<file path="config.mk">
export PLATFORM = sky130hd
export DESIGN_NAME = ascx_slice
export DESIGN_NICKNAME = d
export VERILOG_FILES = /design/src/common/ascx_pkg.sv /design/src/design/ascx_alu4.sv /design/src/design/ascx_slice.sv
export VERILOG_INCLUDE_DIRS = /design/src /design/src/common
export SDC_FILE = /design/constraint.sdc
export NUM_CORES = 1
export LEC_CHECK = 0
export ABC_AREA = 1
export ABC_CLOCK_PERIOD_IN_PS = 2400
export BUFFER_PORTS_ARGS = -buffer_cell sky130_fd_sc_hd__buf_2
export CORE_AREA = 2 2 76 78
export DETAILED_ROUTE_END_ITERATION = 10
export DIE_AREA = 0 0 78 80
export PLACE_DENSITY = 0.74
export SLEW_MARGIN = 20
export SYNTH_ARGS = -nofsm -noshare
export SYNTH_HDL_FRONTEND = slang
export SYNTH_SLANG_ARGS = --single-unit
</file>
<file path="constraint.sdc">
create_clock -name MCLK -period 2.4 [get_ports MCLK]
set_input_delay 0.24 -clock MCLK [delete_from_list [all_inputs] [get_ports MCLK]]
set_output_delay 0.24 -clock MCLK [all_outputs]
set_load 0.01 [all_outputs]
</file>
<file path="src/common/ascx_defines.svh">
// Constants for the ALU slice carry and status expansion block
`ifndef ASCX_DEFINES_SVH
`define ASCX_DEFINES_SVH

`define ASCX_WIDTH 4
`define ASCX_MSB 3
`define ASCX_ADDR_W 3
`define ASCX_DEPTH 8
`define ASCX_OP_W 3

// Operation codes on {high, mid, low} select bits
`define ASCX_OP_ADD_INC 3'h0
`define ASCX_OP_ADD 3'h1
`define ASCX_OP_AND 3'h2
`define ASCX_OP_PASS_BUS 3'h3
`define ASCX_OP_PASS_REG 3'h4
`define ASCX_OP_OR 3'h5
`define ASCX_OP_XOR 3'h6
`define ASCX_OP_INV_BUS 3'h7

// Upper select field value that marks arithmetic
`define ASCX_ARITH_FIELD 2'h0

// Reset values
`define ASCX_RAM_RST 4'h0
`define ASCX_OUT_N_RST 4'hF
`define ASCX_NIB_ZERO 4'h0

`endif

</file>
<file path="src/common/ascx_pkg.sv">
// Types shared by the ALU slice design files
`default_nettype none
package ascx_pkg;
	`include "ascx_defines.svh"

	typedef logic [`ASCX_WIDTH-1:0] ascx_nib_t;
	typedef logic [`ASCX_ADDR_W-1:0] ascx_addr_t;
	typedef logic [`ASCX_OP_W-1:0] ascx_op_t;

	// Clock pulse pin phase tracker, one-hot
	typedef enum logic [1:0] {
		ASCX_CP_LOW = 2'b01,
		ASCX_CP_HIGH = 2'b10
	} ascx_cp_state_t;
endpackage
`default_nettype wire

</file>
<file path="src/design/ascx_alu4.sv">
// Four-bit ALU core with group carry propagate, generate and overflow
`default_nettype none
`include "ascx_defines.svh"
module ascx_alu4 import ascx_pkg::*; (
	input wire ascx_nib_t opnd_reg,
	input wire ascx_nib_t opnd_bus,
	input wire ascx_op_t op_code,
	input wire logic carry_in,
	output ascx_nib_t result,
	output logic carry_out,
	output logic grp_prop,
	output logic grp_gen,
	output logic ovf,
	output logic is_arith
);
	// Five-bit sum of two nibbles and a carry
	function automatic logic [`ASCX_WIDTH:0] add_nib(input ascx_nib_t a, input ascx_nib_t b, input logic c);
		add_nib = {1'b0, a} + {1'b0, b} + {{`ASCX_WIDTH{1'b0}}, c};
	endfunction

	// Group generate of the 4-bit lookahead tree
	function automatic logic group_gen(input ascx_nib_t g, input ascx_nib_t p);
		group_gen = g[3] | (p[3] & g[2]) | (p[3] & p[2] & g[1]) | (p[3] & p[2] & p[1] & g[0]);
	endfunction

	wire logic [`ASCX_WIDTH:0] sum_w;
	wire ascx_nib_t bit_gen;
	wire ascx_nib_t bit_prop;
	wire logic same_sign;

	// Only the two codes with both upper bits low add
	assign is_arith = (op_code[`ASCX_OP_W-1:1] == `ASCX_ARITH_FIELD);
	assign sum_w = add_nib(opnd_reg, opnd_bus, carry_in);
	assign bit_gen = opnd_reg & opnd_bus;
	assign bit_prop = opnd_reg | opnd_bus;
	assign grp_prop = &bit_prop;
	assign grp_gen = group_gen(bit_gen, bit_prop);
	assign carry_out = sum_w[`ASCX_WIDTH];

	// Overflow: equal operand signs, result sign differs; arithmetic only
	assign same_sign = ~(opnd_reg[`ASCX_MSB] ^ opnd_bus[`ASCX_MSB]);
	assign ovf = is_arith & same_sign & (sum_w[`ASCX_MSB] ^ opnd_reg[`ASCX_MSB]);

	// Function select
	always_comb begin
		case (op_code)
			`ASCX_OP_ADD_INC: result = sum_w[`ASCX_MSB:0];
			`ASCX_OP_ADD: result = sum_w[`ASCX_MSB:0];
			`ASCX_OP_AND: result = opnd_reg & opnd_bus;
			`ASCX_OP_PASS_BUS: result = opnd_bus;
			`ASCX_OP_PASS_REG: result = opnd_reg;
			`ASCX_OP_OR: result = opnd_reg | opnd_bus;
			`ASCX_OP_XOR: result = opnd_reg ^ opnd_bus;
			`ASCX_OP_INV_BUS: result = ~opnd_bus;
			default: result = `ASCX_NIB_ZERO;
		endcase
	end
endmodule
`default_nettype wire

</file>
<file path="src/design/ascx_slice.sv">
// ALU register-stack slice with carry expansion and status outputs
`default_nettype none
`include "ascx_defines.svh"

module ascx_slice import ascx_pkg::*; (
	input wire logic MCLK,
	input wire logic RST,
	input wire logic [3:0] DATA_IN_N,
	input wire logic [2:0] ADDR_SEL,
	input wire logic CARRY_IN_OR_OP_BIT,
	input wire logic OP_SELECT_MID,
	input wire logic OP_SELECT_HIGH,
	input wire logic TOP_SLICE_SELECT,
	input wire logic CLOCK_PULSE_IN,
	input wire logic EXECUTE_GATE_N,
	input wire logic OUTPUT_DRIVE_ENABLE_N,
	output logic [3:0] DATA_OUT_N,
	output logic DATA_OUT_OE,
	output logic RIPPLE_CARRY_N,
	output logic PROPAGATE_N,
	output logic GENERATE_N,
	output logic ZERO_FLAG_O,
	output logic ZERO_FLAG_OE
);

	////////////////////////////////////////////////////////////////////////////
	// Pin synchronisers for the microcycle controls
	////////////////////////////////////////////////////////////////////////////

	logic cp_meta_q;
	logic cp_sync_q;
	logic ex_n_meta_q;
	logic ex_n_sync_q;
	logic eo_n_meta_q;
	logic eo_n_sync_q;

	// Two stages each; only the second stage feeds logic
	always_ff @(posedge MCLK) begin
		if (RST) begin
			cp_meta_q <= 1'b0;
			cp_sync_q <= 1'b0;
			ex_n_meta_q <= 1'b1;
			ex_n_sync_q <= 1'b1;
			eo_n_meta_q <= 1'b1;
			eo_n_sync_q <= 1'b1;
		end else begin
			cp_meta_q <= CLOCK_PULSE_IN;
			cp_sync_q <= cp_meta_q;
			ex_n_meta_q <= EXECUTE_GATE_N;
			ex_n_sync_q <= ex_n_meta_q;
			eo_n_meta_q <= OUTPUT_DRIVE_ENABLE_N;
			eo_n_sync_q <= eo_n_meta_q;
		end
	end

	////////////////////////////////////////////////////////////////////////////
	// Clock pulse phase tracker
	////////////////////////////////////////////////////////////////////////////

	ascx_cp_state_t cp_state_q;
	ascx_cp_state_t cp_state_d;
	wire logic cp_rise;

	// Low-to-high pulse edge starts a new microcycle
	always_comb begin
		case (cp_state_q)
			ASCX_CP_LOW: cp_state_d = cp_sync_q ? ASCX_CP_HIGH : ASCX_CP_LOW;
			ASCX_CP_HIGH: cp_state_d = cp_sync_q ? ASCX_CP_HIGH : ASCX_CP_LOW;
			default: cp_state_d = ASCX_CP_LOW;
		endcase
	end

	// Reset to the high phase; the synchroniser resets low, so a pin held high at release still gives one edge
	always_ff @(posedge MCLK) begin
		if (RST) begin
			cp_state_q <= ASCX_CP_HIGH;
		end else begin
			cp_state_q <= cp_state_d;
		end
	end

	// One-cycle strobe on the synced pulse edge
	assign cp_rise = (cp_state_q == ASCX_CP_LOW) & cp_sync_q;

	////////////////////////////////////////////////////////////////////////////
	// Operand store and operand selection
	////////////////////////////////////////////////////////////////////////////

	ascx_nib_t ram_q [0:`ASCX_DEPTH-1];
	wire ascx_nib_t opnd_reg;
	wire ascx_nib_t opnd_bus;
	wire ascx_op_t op_code;
	wire logic carry_in;

	// Read is live from the select pins so the status paths stay combinational
	assign opnd_reg = ram_q[ADDR_SEL];
	assign opnd_bus = ~DATA_IN_N;
	assign op_code = {OP_SELECT_HIGH, OP_SELECT_MID, CARRY_IN_OR_OP_BIT};

	// Carry-in is active low, the same sense as the ripple carry out
	assign carry_in = ~CARRY_IN_OR_OP_BIT;

	////////////////////////////////////////////////////////////////////////////
	// Arithmetic core
	////////////////////////////////////////////////////////////////////////////

	wire ascx_nib_t alu_result;
	wire logic alu_cout;
	wire logic alu_prop;
	wire logic alu_gen;
	wire logic alu_ovf;
	wire logic alu_arith;

	ascx_alu4 u_alu (
		.opnd_reg(opnd_reg),
		.opnd_bus(opnd_bus),
		.op_code(op_code),
		.carry_in(carry_in),
		.result(alu_result),
		.carry_out(alu_cout),
		.grp_prop(alu_prop),
		.grp_gen(alu_gen),
		.ovf(alu_ovf),
		.is_arith(alu_arith)
	);

	////////////////////////////////////////////////////////////////////////////
	// Expansion outputs
	////////////////////////////////////////////////////////////////////////////

	wire logic ripple_n;
	wire logic prop_n;
	wire logic gen_n;
	wire logic negative;
	wire logic stat_neg_n;
	wire logic stat_ovf_n;
	wire logic la_prop_n;
	wire logic la_gen_n;

	// Carry out in arithmetic, instruction pass-through otherwise
	assign ripple_n = alu_arith ? ~alu_cout : CARRY_IN_OR_OP_BIT;

	// Sign of the result marks a negative answer on the top slice
	assign negative = alu_result[`ASCX_MSB];
	assign stat_neg_n = ~negative;
	assign stat_ovf_n = ~alu_ovf;

	// Lesser slices: live terms in arithmetic, pass-through pattern so lookahead forwards the op bit
	assign la_prop_n = alu_arith ? ~alu_prop : 1'b0;
	assign la_gen_n = alu_arith ? ~alu_gen : 1'b1;

	// Top slice shows status; lesser slices show lookahead terms
	assign prop_n = TOP_SLICE_SELECT ? stat_neg_n : la_prop_n;
	assign gen_n = TOP_SLICE_SELECT ? stat_ovf_n : la_gen_n;

	// Not registered: neighbours and the lookahead need them within the cycle
	always_comb begin
		RIPPLE_CARRY_N = ripple_n;
		PROPAGATE_N = prop_n;
		GENERATE_N = gen_n;
	end

	////////////////////////////////////////////////////////////////////////////
	// Zero status, open drain
	////////////////////////////////////////////////////////////////////////////

	wire logic result_nonzero;

	// Any set bit pulls the shared line low; all slices zero lets it float high
	assign result_nonzero = |alu_result;

	always_comb begin
		ZERO_FLAG_O = 1'b0; // Open drain only ever sinks
		ZERO_FLAG_OE = result_nonzero;
	end

	////////////////////////////////////////////////////////////////////////////
	// Microcycle commit: store write-back and output register
	////////////////////////////////////////////////////////////////////////////

	wire logic commit;
	wire ascx_nib_t result_pin_n;
	ascx_nib_t out_n_q;
	logic out_oe_q;

	// Execute high still computes, but nothing is stored
	assign commit = cp_rise & ~ex_n_sync_q;

	// Pin polarity of the result, taken only at a commit
	assign result_pin_n = ~alu_result;

	// Store write-back of the result into the selected word
	always_ff @(posedge MCLK) begin
		if (RST) begin
			for (int i = 0; i < `ASCX_DEPTH; i++) begin
				ram_q[i] <= `ASCX_RAM_RST;
			end
		end else if (commit) begin
			ram_q[ADDR_SEL] <= alu_result;
		end
	end

	// Output register holds the result in pin polarity
	always_ff @(posedge MCLK) begin
		if (RST) begin
			out_n_q <= `ASCX_OUT_N_RST;
		end else if (commit) begin
			out_n_q <= result_pin_n;
		end
	end

	// Data pin drive enable follows the synced active-low enable
	always_ff @(posedge MCLK) begin
		if (RST) begin
			out_oe_q <= 1'b0;
		end else begin
			out_oe_q <= ~eo_n_sync_q;
		end
	end

	// Data pins straight from their registers
	assign DATA_OUT_N = out_n_q;
	assign DATA_OUT_OE = out_oe_q;

endmodule
`default_nettype wire

</file>
==> flow_metrics.env, run 1 <==
export IMPL_status="finished with violations"
export IMPL_violations="negative setup slack"
export IMPL_synthDominantCellAreaShare_pct=36.1
export IMPL_fin_hold_ws_ns=0.119
export IMPL_io_buffers=24
export IMPL_stdcell_count=500
export IMPL_finalSetupViolations=12
export IMPL_rows=27
export IMPL_reg2reg_to="ram_q[4][1]$_SDFFCE_PN0P_"
export IMPL_crit_fanout=2
export IMPL_hold_path_end="ex_n_meta_q$_SDFF_PP1_"
export IMPL_pre_cts_ws_ns=-0.171
export IMPL_cts_made_buffers=5
export IMPL_first_pass_iters=4
export IMPL_drv_cap=0
export IMPL_finalCriticalPeriod_ns=2.71
export IMPL_ios=26
export IMPL_cts_path_max_buffers=2
export IMPL_drive_gt1_share_pct=30.1
export IMPL_grt_pass1_wl_um=10000
export IMPL_critPathCaptureType="output pin"
export IMPL_critPathLaunch="ram_q[2][0]$_SDFFCE_PN0P_"
export IMPL_route_detailed_drc=0
export IMPL_drt_iter0_drc=72
export IMPL_hold_viol=0
export IMPL_clk_pin_slew_ns=0.09
export IMPL_syn2layout_area_growth_pct=29.9
export IMPL_grt_usage_pct=20.5
export IMPL_rr_worst_depth=15
export IMPL_yosysUniqueCellTypes=26
export IMPL_startpoint_type="register"
export IMPL_htree_num_levels=2
export IMPL_netlist_top_cells_area="edfxtp_1 36%, nand2_1 14%, inv_1 10%, dfxtp_1 9.8%, nor2_1 7.1%"
export IMPL_fp_dieArea_um2=6240
export IMPL_hold_buffers=0
export IMPL_postLayoutSetupSlackWorst_ns=-0.313
export IMPL_critPathKind="reg -> out"
export IMPL_antenna_found_initial=0
export IMPL_synthesis_area_um2=2660
export IMPL_p_leak_uw=0.00169
export IMPL_clk_latency_ns=0.29
export IMPL_grt_util_met1_pct=25.5
export IMPL_use_met3_pct=3.28
export IMPL_min_path_cells=2
export IMPL_report_power_total_uw=1980
export IMPL_cellPowerDensity_nw_per_um2=573
export IMPL_vias_per_cell=4.83
export IMPL_synth_area_leader_cell="edfxtp_1"
export IMPL_vias=2413
export IMPL_timing_final_crit_share_pct=113
export IMPL_syn_mean_instance_area_um2=7.35
export IMPL_cp_data_required_time_ns=2.16
export IMPL_ys_seq_elements=45
export IMPL_die_w_um=78
export IMPL_cp_arrival_ns=2.47
export IMPL_coreArea_um2=5410
export IMPL_cts_root_buf="clkbuf_8"
export IMPL_r2r_start="ram_q[2][0]$_SDFFCE_PN0P_"
export IMPL_synth_nets=389
export IMPL_drt_wl_total_um=6300
export IMPL_grt_max_degree=16
export IMPL_cts_sinks=45
export IMPL_ant_nets=0
export IMPL_rsz0062_at_grt="true"
export IMPL_use_met2_pct=37.1
export IMPL_wl_per_cell_um=12.6
export IMPL_nets=454
export IMPL_drv_slew=0
export IMPL_skew_ns=0.00504
export IMPL_min_path_type="in -> reg"
export IMPL_dp_hpwl_um=4490
export IMPL_yosysSeqAreaShare_pct=45.9
export IMPL_cts_tree="done"
export IMPL_start_util_pct=49.2
export IMPL_peakVddDrop_mv=0.570
export IMPL_yosys_warnings=0
export IMPL_fmax_mhz=369
export IMPL_hp_start="EXECUTE_GATE_N"
export IMPL_grt_busiest_layer="met2"
export IMPL_r2r_slack_ns=-0.08
export IMPL_gp_congestion=0.867
export IMPL_dp_cells=486
export IMPL_antennaDiodeCount=0
export IMPL_synthCells=362
export IMPL_grt_overflow_total=0
export IMPL_grt_pass1_vias=2261
export IMPL_die_h_um=80
[worst max-delay path, cell delays in order, from the launching register on]
cell and delay [ns]:
edfxtp_1 0.37, nand2_1 0.06, nand2_1 0.05, nand2_1 0.05, nand2_1 0.06, nand2_1 0.06
nand2_2 0.07, inv_2 0.04, fa_2 0.33, inv_2 0.07, fa_2 0.43, or2_4 0.26
nand2_4 0.07, nand2_2 0.05, inv_2 0.04, nand2_1 0.04, buf_2 0.13
[state kept, by name (all words and copies together), names as in the netlist]
name / count
cp_sync_q: 1
DATA_OUT_OE: 1
eo_n_meta_q: 1
ram_q: 32
ex_n_meta_q: 1
DATA_OUT_N: 4
eo_n_sync_q: 1
ex_n_sync_q: 1
cp_state_q: 2
cp_meta_q: 1
[cells in the mapped netlist, drive strengths merged]
| library cell | count |
|---|---|
| nand2 | 105 |
| inv | 79 |
| nor2 | 52 |
| edfxtp | 32 |
| nand3 | 21 |
| dfxtp | 13 |
| a21oi | 10 |
| ha | 9 |
| o21ai | 9 |
| or2 | 8 |
| nor3 | 7 |
| buf | 5 |
| nand4 | 5 |
| fa | 2 |
| clkbuf | 1 |
| conb | 1 |
| o221ai | 1 |
| o31ai | 1 |
| xnor2 | 1 |
[metrics by stage]
stage	util, %	cell area [um2]	setup TNS, ns
after global placement	57.3	3100	-2.00
after CTS	61.6	3330	-0.489
after floorplan	-	2670	0
after detailed placement	57.3	3100	-3.83
after global routing	63.9	3460	-3.75
final	63.9	3460	-1.18
[cells by family after synthesis]
family | Yosys count | synth area share (%)
adder cells (fa/ha/maj) | 11 | 5.74
other | 1 | 0.141
flip-flops | 45 | 45.9
AND/OR/NAND/NOR | 198 | 31.2
AO/OA/AOI/OAI | 21 | 4.18
XOR/XNOR | 1 | 0.329
buffers and inverters | 85 | 12.5
[placed cells by master, fill, tap and decap left out, types with 7 or more instances in the layout]
cell type / count
a21oi_1: 7
buf_2: 24
buf_4: 36
dfxtp_1: 13
edfxtp_1: 32
ha_1: 7
inv_1: 63
inv_2: 16
nand2_1: 93
nand2_2: 10
nand3_1: 16
nor2_1: 44
nor3_1: 7
[area by class of cell]
type	count	area [um2]
Sequential cell	45	1220
Timing Repair Buffer	64	453
Clock buffer	6	93.8
Tap cell	72	90.1
Multi-Input combinational cell	232	1260
Clock inverter	2	38.8
Inverter	79	297
Fill cell	467	1950
[per-layer routing]
metal	wire (um)	part of all wire (%)
met1	2680	43
met2	3170	50
met3	335	5.3
met4	112	1.8
met5	0	0
[where the power goes]
group          leakage, uW  total (uW)  switching (uW)  internal (uW)
sequential        0.000440         860            7.48            853
combinational      0.00119         480             267            214
clock            0.0000669         640             263            377
[what timing repair did]
| item | CTS | global route |
|---|---|---|
| gates cloned | 0 | 1 |
| resized for setup | 20 | 29 |
| setup endpoints to repair | 12 | 29 |
| pin swaps | 7 | 8 |
| buffers inserted | 4 | 1 |
[how the worst max path moves through the flow]
stage | end | slack [ns]
CTS | ZERO_FLAG_OE | -0.26
floorplan | ZERO_FLAG_OE | 0.05
global placement | ZERO_FLAG_OE | -0.14
finish | ZERO_FLAG_OE | -0.31
global route | ZERO_FLAG_OE | -0.44
detailed placement | ZERO_FLAG_OE | -0.17
No activity file was read; power rests on OpenSTA's default activity.
==> run 2, diff against run 1 <==
Settings changed: SKIP_LAST_GASP set to 1.
==> run 2 against run 1 <==
The run still ends with negative setup slack left; highest routed layer unchanged; critical path depth did not move; routed wire length fell by 2.9%; combinational power fell by 7.5%; sequential power barely moved; clock power barely moved; utilization fell by 1.2 points; worst setup slack improved by 0.056 ns; worst hold slack got worse by 0.00086 ns; clock skew barely moved; sequential share of layout area rose by 0.68 points; critical path type unchanged.
==> flow_metrics.env, run 2 (synthesis gave the netlist of run 1 again) <==
export IMPL_multi_input_area_um2=1240
export IMPL_vias_per_cell=4.76
export IMPL_post_route_cell_area_um2=3390
export IMPL_grt_overflow_total=0
export IMPL_crit_fanout=2
export IMPL_largest_reg_flops=32
export IMPL_cts_root_buf="clkbuf_8"
export IMPL_cp_data_required_time_ns=2.16
export IMPL_die_w_um=78
export IMPL_skew_ns=0.00497
export IMPL_drt_iter0_drc=105
export IMPL_rr_worst_depth=16
export IMPL_drive_gt1_share_pct=27.5
export IMPL_start_util_pct=49.2
export IMPL_grt_usage_pct=20.5
export IMPL_fillers=475
export IMPL_setup_tns_ns=-0.599
export IMPL_route_detailed_drc=0
export IMPL_hold_buffers=0
export IMPL_critPathCaptureType="output pin"
export IMPL_wl_per_cell_um=12.3
export IMPL_ios=26
export IMPL_grt_pass1_wl_um=10000
export IMPL_most_common_layout_cells="95 x nand2_1, 65 x inv_1, 47 x nor2_1, 36 x buf_4, 32 x edfxtp_1"
export IMPL_fin_util_pct=62.7
export IMPL_post_dp_cell_area_um2=3100
export IMPL_violations="negative setup slack"
export IMPL_clk_pin_slew_ns=0.09
export IMPL_gp_congestion=0.867
export IMPL_pre_cts_ws_ns=-0.171
export IMPL_antennaDiodeCount=0
export IMPL_drt_wl_total_um=6120
export IMPL_rsz0062_at_grt="true"
export IMPL_vias=2369
export IMPL_finalSetupViolations=4
export IMPL_largest_register="ram_q"
export IMPL_grt_max_degree=16
export IMPL_min_path_cells=2
export IMPL_finalCriticalPeriod_ns=2.66
export IMPL_drv_cap=0
export IMPL_timing_final_crit_share_pct=111
export IMPL_rows=27
export IMPL_cellPowerDensity_nw_per_um2=573
export IMPL_ant_nets=0
export IMPL_cts_made_buffers=5
export IMPL_cts_tree="done"
export IMPL_hold_viol=0
export IMPL_clk_latency_ns=0.29
export IMPL_grt_pass1_vias=2261
export IMPL_postLayoutSetupSlackWorst_ns=-0.257
export IMPL_htree_num_levels=2
export IMPL_fmax_mhz=376
export IMPL_seq_area_um2=1220
export IMPL_fp_dieArea_um2=6240
export IMPL_cts_path_max_buffers=2
export IMPL_peakVddDrop_mv=0.567
export IMPL_first_pass_iters=5
export IMPL_antenna_found_initial=0
export IMPL_status="finished with violations"
export IMPL_io_buffers=24
export IMPL_cts_sinks=45
export IMPL_p_leak_uw=0.00168
export IMPL_die_h_um=80
export IMPL_critPathKind="reg -> out"
export IMPL_layout_cells_most_common="nand2_1"
export IMPL_dp_hpwl_um=4490
export IMPL_stdcell_count=498
export IMPL_min_path_type="in -> reg"
export IMPL_nets=452
export IMPL_drv_slew=0
export IMPL_syn2layout_area_growth_pct=27.4
export IMPL_dp_cells=486
export IMPL_coreArea_um2=5410
export IMPL_cp_arrival_ns=2.42
export IMPL_startpoint_type="register"
run 2: changes by cell type in the layout (fill, tap and decap cells not counted), sizes merged:
cell | previous run | this run
buf | 63 | 62
clkbuf | 7 | 6
run 2: per-layer routing:
layer / vias up / part of all wire, % / track usage (%)
li1: 1227 / - / -
met1: 1070 / 43 / 25.5
met2: 68 / 52 / 37.1
met3: 4 / 4.9 / 3.28
met4: 0 / 0.56 / 5.44
met5: - / 0 / 0
run 2: area by class of cell:
cell class | count | share of cell area (%)
Clock buffer | 6 | 2.77
Clock inverter | 2 | 1.14
Inverter | 79 | 8.75
Multi-Input combinational cell | 232 | 36.5
Sequential cell | 45 | 36.0
Tap cell | 72 | 2.66
Timing Repair Buffer | 62 | 12.2
run 2: worst paths after layout:
path                                                 from                        end  slack (ns)
worst max-delay path            ram_q[0][0]$_SDFFCE_PN0P_               ZERO_FLAG_OE       -0.26
worst max register to register  ram_q[5][2]$_SDFFCE_PN0P_  ram_q[3][3]$_SDFFCE_PN0P_        0.06
worst min-delay path                       EXECUTE_GATE_N     ex_n_meta_q$_SDFF_PP1_        0.12
worst min register to register     eo_n_sync_q$_SDFF_PP1_     DATA_OUT_OE$_SDFF_PP0_        0.39
run 2: worst max-delay path, cell delays in order (launching register included):
cell,delay [ns]
edfxtp_1,0.37
nand2_1,0.06
nand2_1,0.05
nand2_1,0.05
nand2_1,0.06
nand2_1,0.06
nand2_2,0.08
inv_2,0.04
fa_2,0.33
inv_2,0.07
fa_1,0.39
or2_4,0.24
nand2_4,0.06
nand2_1,0.05
inv_1,0.05
nand2_1,0.04
buf_2,0.13
run 2: per-stage QoR:
step | total power [uW] | hold WS, ns
floorplan | 1080 | 0.344
global placement | 1240 | 0.368
detailed placement | 1250 | 0.366
CTS | 1920 | 0.112
global route | 2030 | 0.114
finish | 1940 | 0.118
run 2: timing repair:
action                                  CTS  global route
pin swaps                                 7             7
endpoints found under the setup margin   12            29
resized for setup                        19            18
endpoints found under the hold margin     0             0
buffers inserted                          4             0
run 2: report_power, final:
part           total [uW]  internal (uW)  switching, uW
sequential            860            853           7.49
combinational         444            192            252
clock                 640            377            263
==> run 3, diff against run 2 <==
Settings changed: GPL_TIMING_DRIVEN set to 0, SKIP_LAST_GASP 1 to not set.
==> run 3 against run 2 <==
Global-route usage is 0.79 points lower; the run still ends with negative setup slack left; worst setup slack worse by 0.071 ns; design area is 4.1% lower; clock power is 10% lower; via count is 0.72% lower; routed wire length is 3.0% lower; first-iteration DRC count is 3.8% lower.
==> flow_metrics.env, run 3 (synthesis gave the netlist of run 1 again) <==
export IMPL_status="finished with violations"
export IMPL_violations="negative setup slack"
export IMPL_relSlewSlack_pct=64.8
export IMPL_crit_slowest_cell="fa_1"
export IMPL_fin_util_pct=60.2
export IMPL_cts_sinks=45
export IMPL_clk_latency_ns=0.29
export IMPL_clkPwrFrac_pct=31.1
export IMPL_route_detailed_drc=0
export IMPL_crit_path_cell_trace="inv_1 > nand2_1 > nand3_1 > nand2_1 > nand2_1 > nand2_2 > inv_2 > fa_2 > inv_2 > fa_1 > or2_4 > nand2_8 > nand2_2 > inv_2 > nand2_1 > buf_2"
export IMPL_swShare_pct=27.1
export IMPL_vias_per_cell=4.93
export IMPL_switchingPower_uw=503
export IMPL_rr_worst_depth=14
export IMPL_sequentialPowerShare_pct=46.3
export IMPL_cts_made_buffers=5
export IMPL_grt_usage_pct=19.7
export IMPL_seq_area_um2=1220
export IMPL_largest_reg_flops=32
export IMPL_startpoint_type="register"
export IMPL_peakVddDrop_mv=0.468
export IMPL_cts_root_buf="clkbuf_8"
export IMPL_dp_hpwl_um=4170
export IMPL_post_dp_cell_area_um2=2870
export IMPL_nets=431
export IMPL_fp_dieArea_um2=6240
export IMPL_grt_pass1_wl_um=9630
export IMPL_coreArea_um2=5410
export IMPL_worst_path_most_repeated_cell="nand2_1"
export IMPL_dp_cells=457
export IMPL_cp_arrival_ns=2.49
export IMPL_critPathLaunch="ram_q[5][0]$_SDFFCE_PN0P_"
export IMPL_start_util_pct=49.2
export IMPL_most_common_layout_cells="95 x nand2_1, 67 x inv_1, 44 x nor2_1, 32 x edfxtp_1, 25 x buf_2"
export IMPL_min_path_cells=2
export IMPL_antennaDiodeCount=0
export IMPL_skew_ns=0.00212
export IMPL_gp_congestion=0.855
export IMPL_cp_data_required_time_ns=2.16
export IMPL_finalCriticalPeriod_ns=2.73
export IMPL_multi_input_area_um2=1230
export IMPL_ios=26
export IMPL_die_h_um=80
export IMPL_reg2reg_to="ram_q[0][1]$_SDFFCE_PN0P_"
export IMPL_postLayoutSetupSlackWorst_ns=-0.327
export IMPL_grt_pass1_vias=2236
export IMPL_rsz0062_at_grt="true"
export IMPL_drt_wl_total_um=5940
export IMPL_first_pass_iters=4
export IMPL_fmax_mhz=367
export IMPL_io_buffers=23
export IMPL_report_power_total_uw=1860
export IMPL_hold_path_end="ex_n_meta_q$_SDFF_PP1_"
export IMPL_syn2layout_area_growth_pct=22.2
export IMPL_ant_nets=0
export IMPL_clk_pin_slew_ns=0.08
export IMPL_grt_max_degree=15
export IMPL_worst_slew_pin_slew_ns=0.524
export IMPL_critPathCaptureType="output pin"
export IMPL_drt_iter0_drc=101
export IMPL_drive_gt1_share_pct=23.2
export IMPL_drv_slew=0
export IMPL_cellPowerDensity_nw_per_um2=571
export IMPL_critPathKind="reg -> out"
export IMPL_stdcell_count=477
export IMPL_rows=27
export IMPL_cts_path_max_buffers=2
export IMPL_layout_cells_most_common="nand2_1"
export IMPL_timing_final_crit_share_pct=114
export IMPL_p_leak_uw=0.00159
export IMPL_fillers=477
export IMPL_largest_register="ram_q"
export IMPL_post_route_cell_area_um2=3250
export IMPL_crit_fanout=2
export IMPL_path_buf_inv=5
export IMPL_min_path_type="in -> reg"
export IMPL_hold_viol=0
export IMPL_vias=2352
export IMPL_finalSetupViolations=12
export IMPL_r2r_slack_ns=-0.02
export IMPL_internal_power_uw=1350
export IMPL_htree_num_levels=2
export IMPL_hp_start="EXECUTE_GATE_N"
export IMPL_pwr_share_comb_pct=22.6
export IMPL_grt_overflow_total=0
export IMPL_r2r_start="ram_q[5][0]$_SDFFCE_PN0P_"
export IMPL_antenna_found_initial=0
export IMPL_die_w_um=78
export IMPL_slowest_delay_ns=0.41
export IMPL_cts_tree="done"
export IMPL_drv_cap=0
export IMPL_wl_per_cell_um=12.4
export IMPL_cp_top_family="simple AND/OR/NAND/NOR gates"
run 3: cell count changes in the layout (fill, tap and decap cells not counted), sizes merged:
cell / change
clkbuf: +3
bufinv: -1
clkinv: +1
buf: -23
inv: -1
run 3: timing repair:
action | in CTS | in global routing
pin swaps | 7 | 3
buffers inserted | 11 | 2
hold buffers | 0 | 0
setup endpoints to repair | 20 | 31
gates resized for setup | 26 | 15
gates cloned | 0 | 1
run 3: power by group through the flow:
stage          sequential (uW)  clock, uW  combinational [uW]
2_1_floorplan              876          0                 205
3_3_place_gp               876          0                 294
3_5_place_dp               878          0                 300
4_1_cts                    860        586                 380
5_1_grt                    862        616                 460
6_report                   859        576                 419
run 3: layout make-up:
class / instances / area share [%]
multi-input cells: 232 / 38.0
flip-flops and latches: 45 / 37.6
inverters: 79 / 9.12
repair buffers: 35 / 7.66
clock buffers: 7 / 3.66
well taps: 72 / 2.77
plain buffers: 6 / 1.12
clock inverters: 1 / 0.154
run 3: worst max path at each step:
stage | end | slack, ns | depth (start not counted)
6_report | ZERO_FLAG_OE | -0.33 | 16
5_1_grt | ZERO_FLAG_OE | -0.47 | 18
4_1_cts | ZERO_FLAG_OE | -0.31 | 16
3_5_place_dp | ZERO_FLAG_OE | -0.50 | 18
3_3_place_gp | ZERO_FLAG_OE | -0.44 | 18
2_1_floorplan | ZERO_FLAG_OE | 0.05 | 15
run 3: metrics by stage:
| stage | hold slack (ns) | setup TNS [ns] | worst slack (ns) |
|---|---|---|---|
| 6_report | 0.120 | -1.10 | -0.327 |
| 4_1_cts | 0.115 | -0.962 | -0.313 |
| 3_5_place_dp | 0.384 | -7.09 | -0.497 |
| 2_1_floorplan | 0.344 | 0 | 0.0518 |
| 5_1_grt | 0.120 | -4.29 | -0.473 |
| 3_3_place_gp | 0.379 | -4.92 | -0.437 |
run 3: routing by layer:
metal / global-route usage [%] / share of wire (%)
met1: 23.0 / 41
met2: 36.3 / 51
met3: 2.60 / 5.2
met4: 8.42 / 2.1
met5: 0 / 0
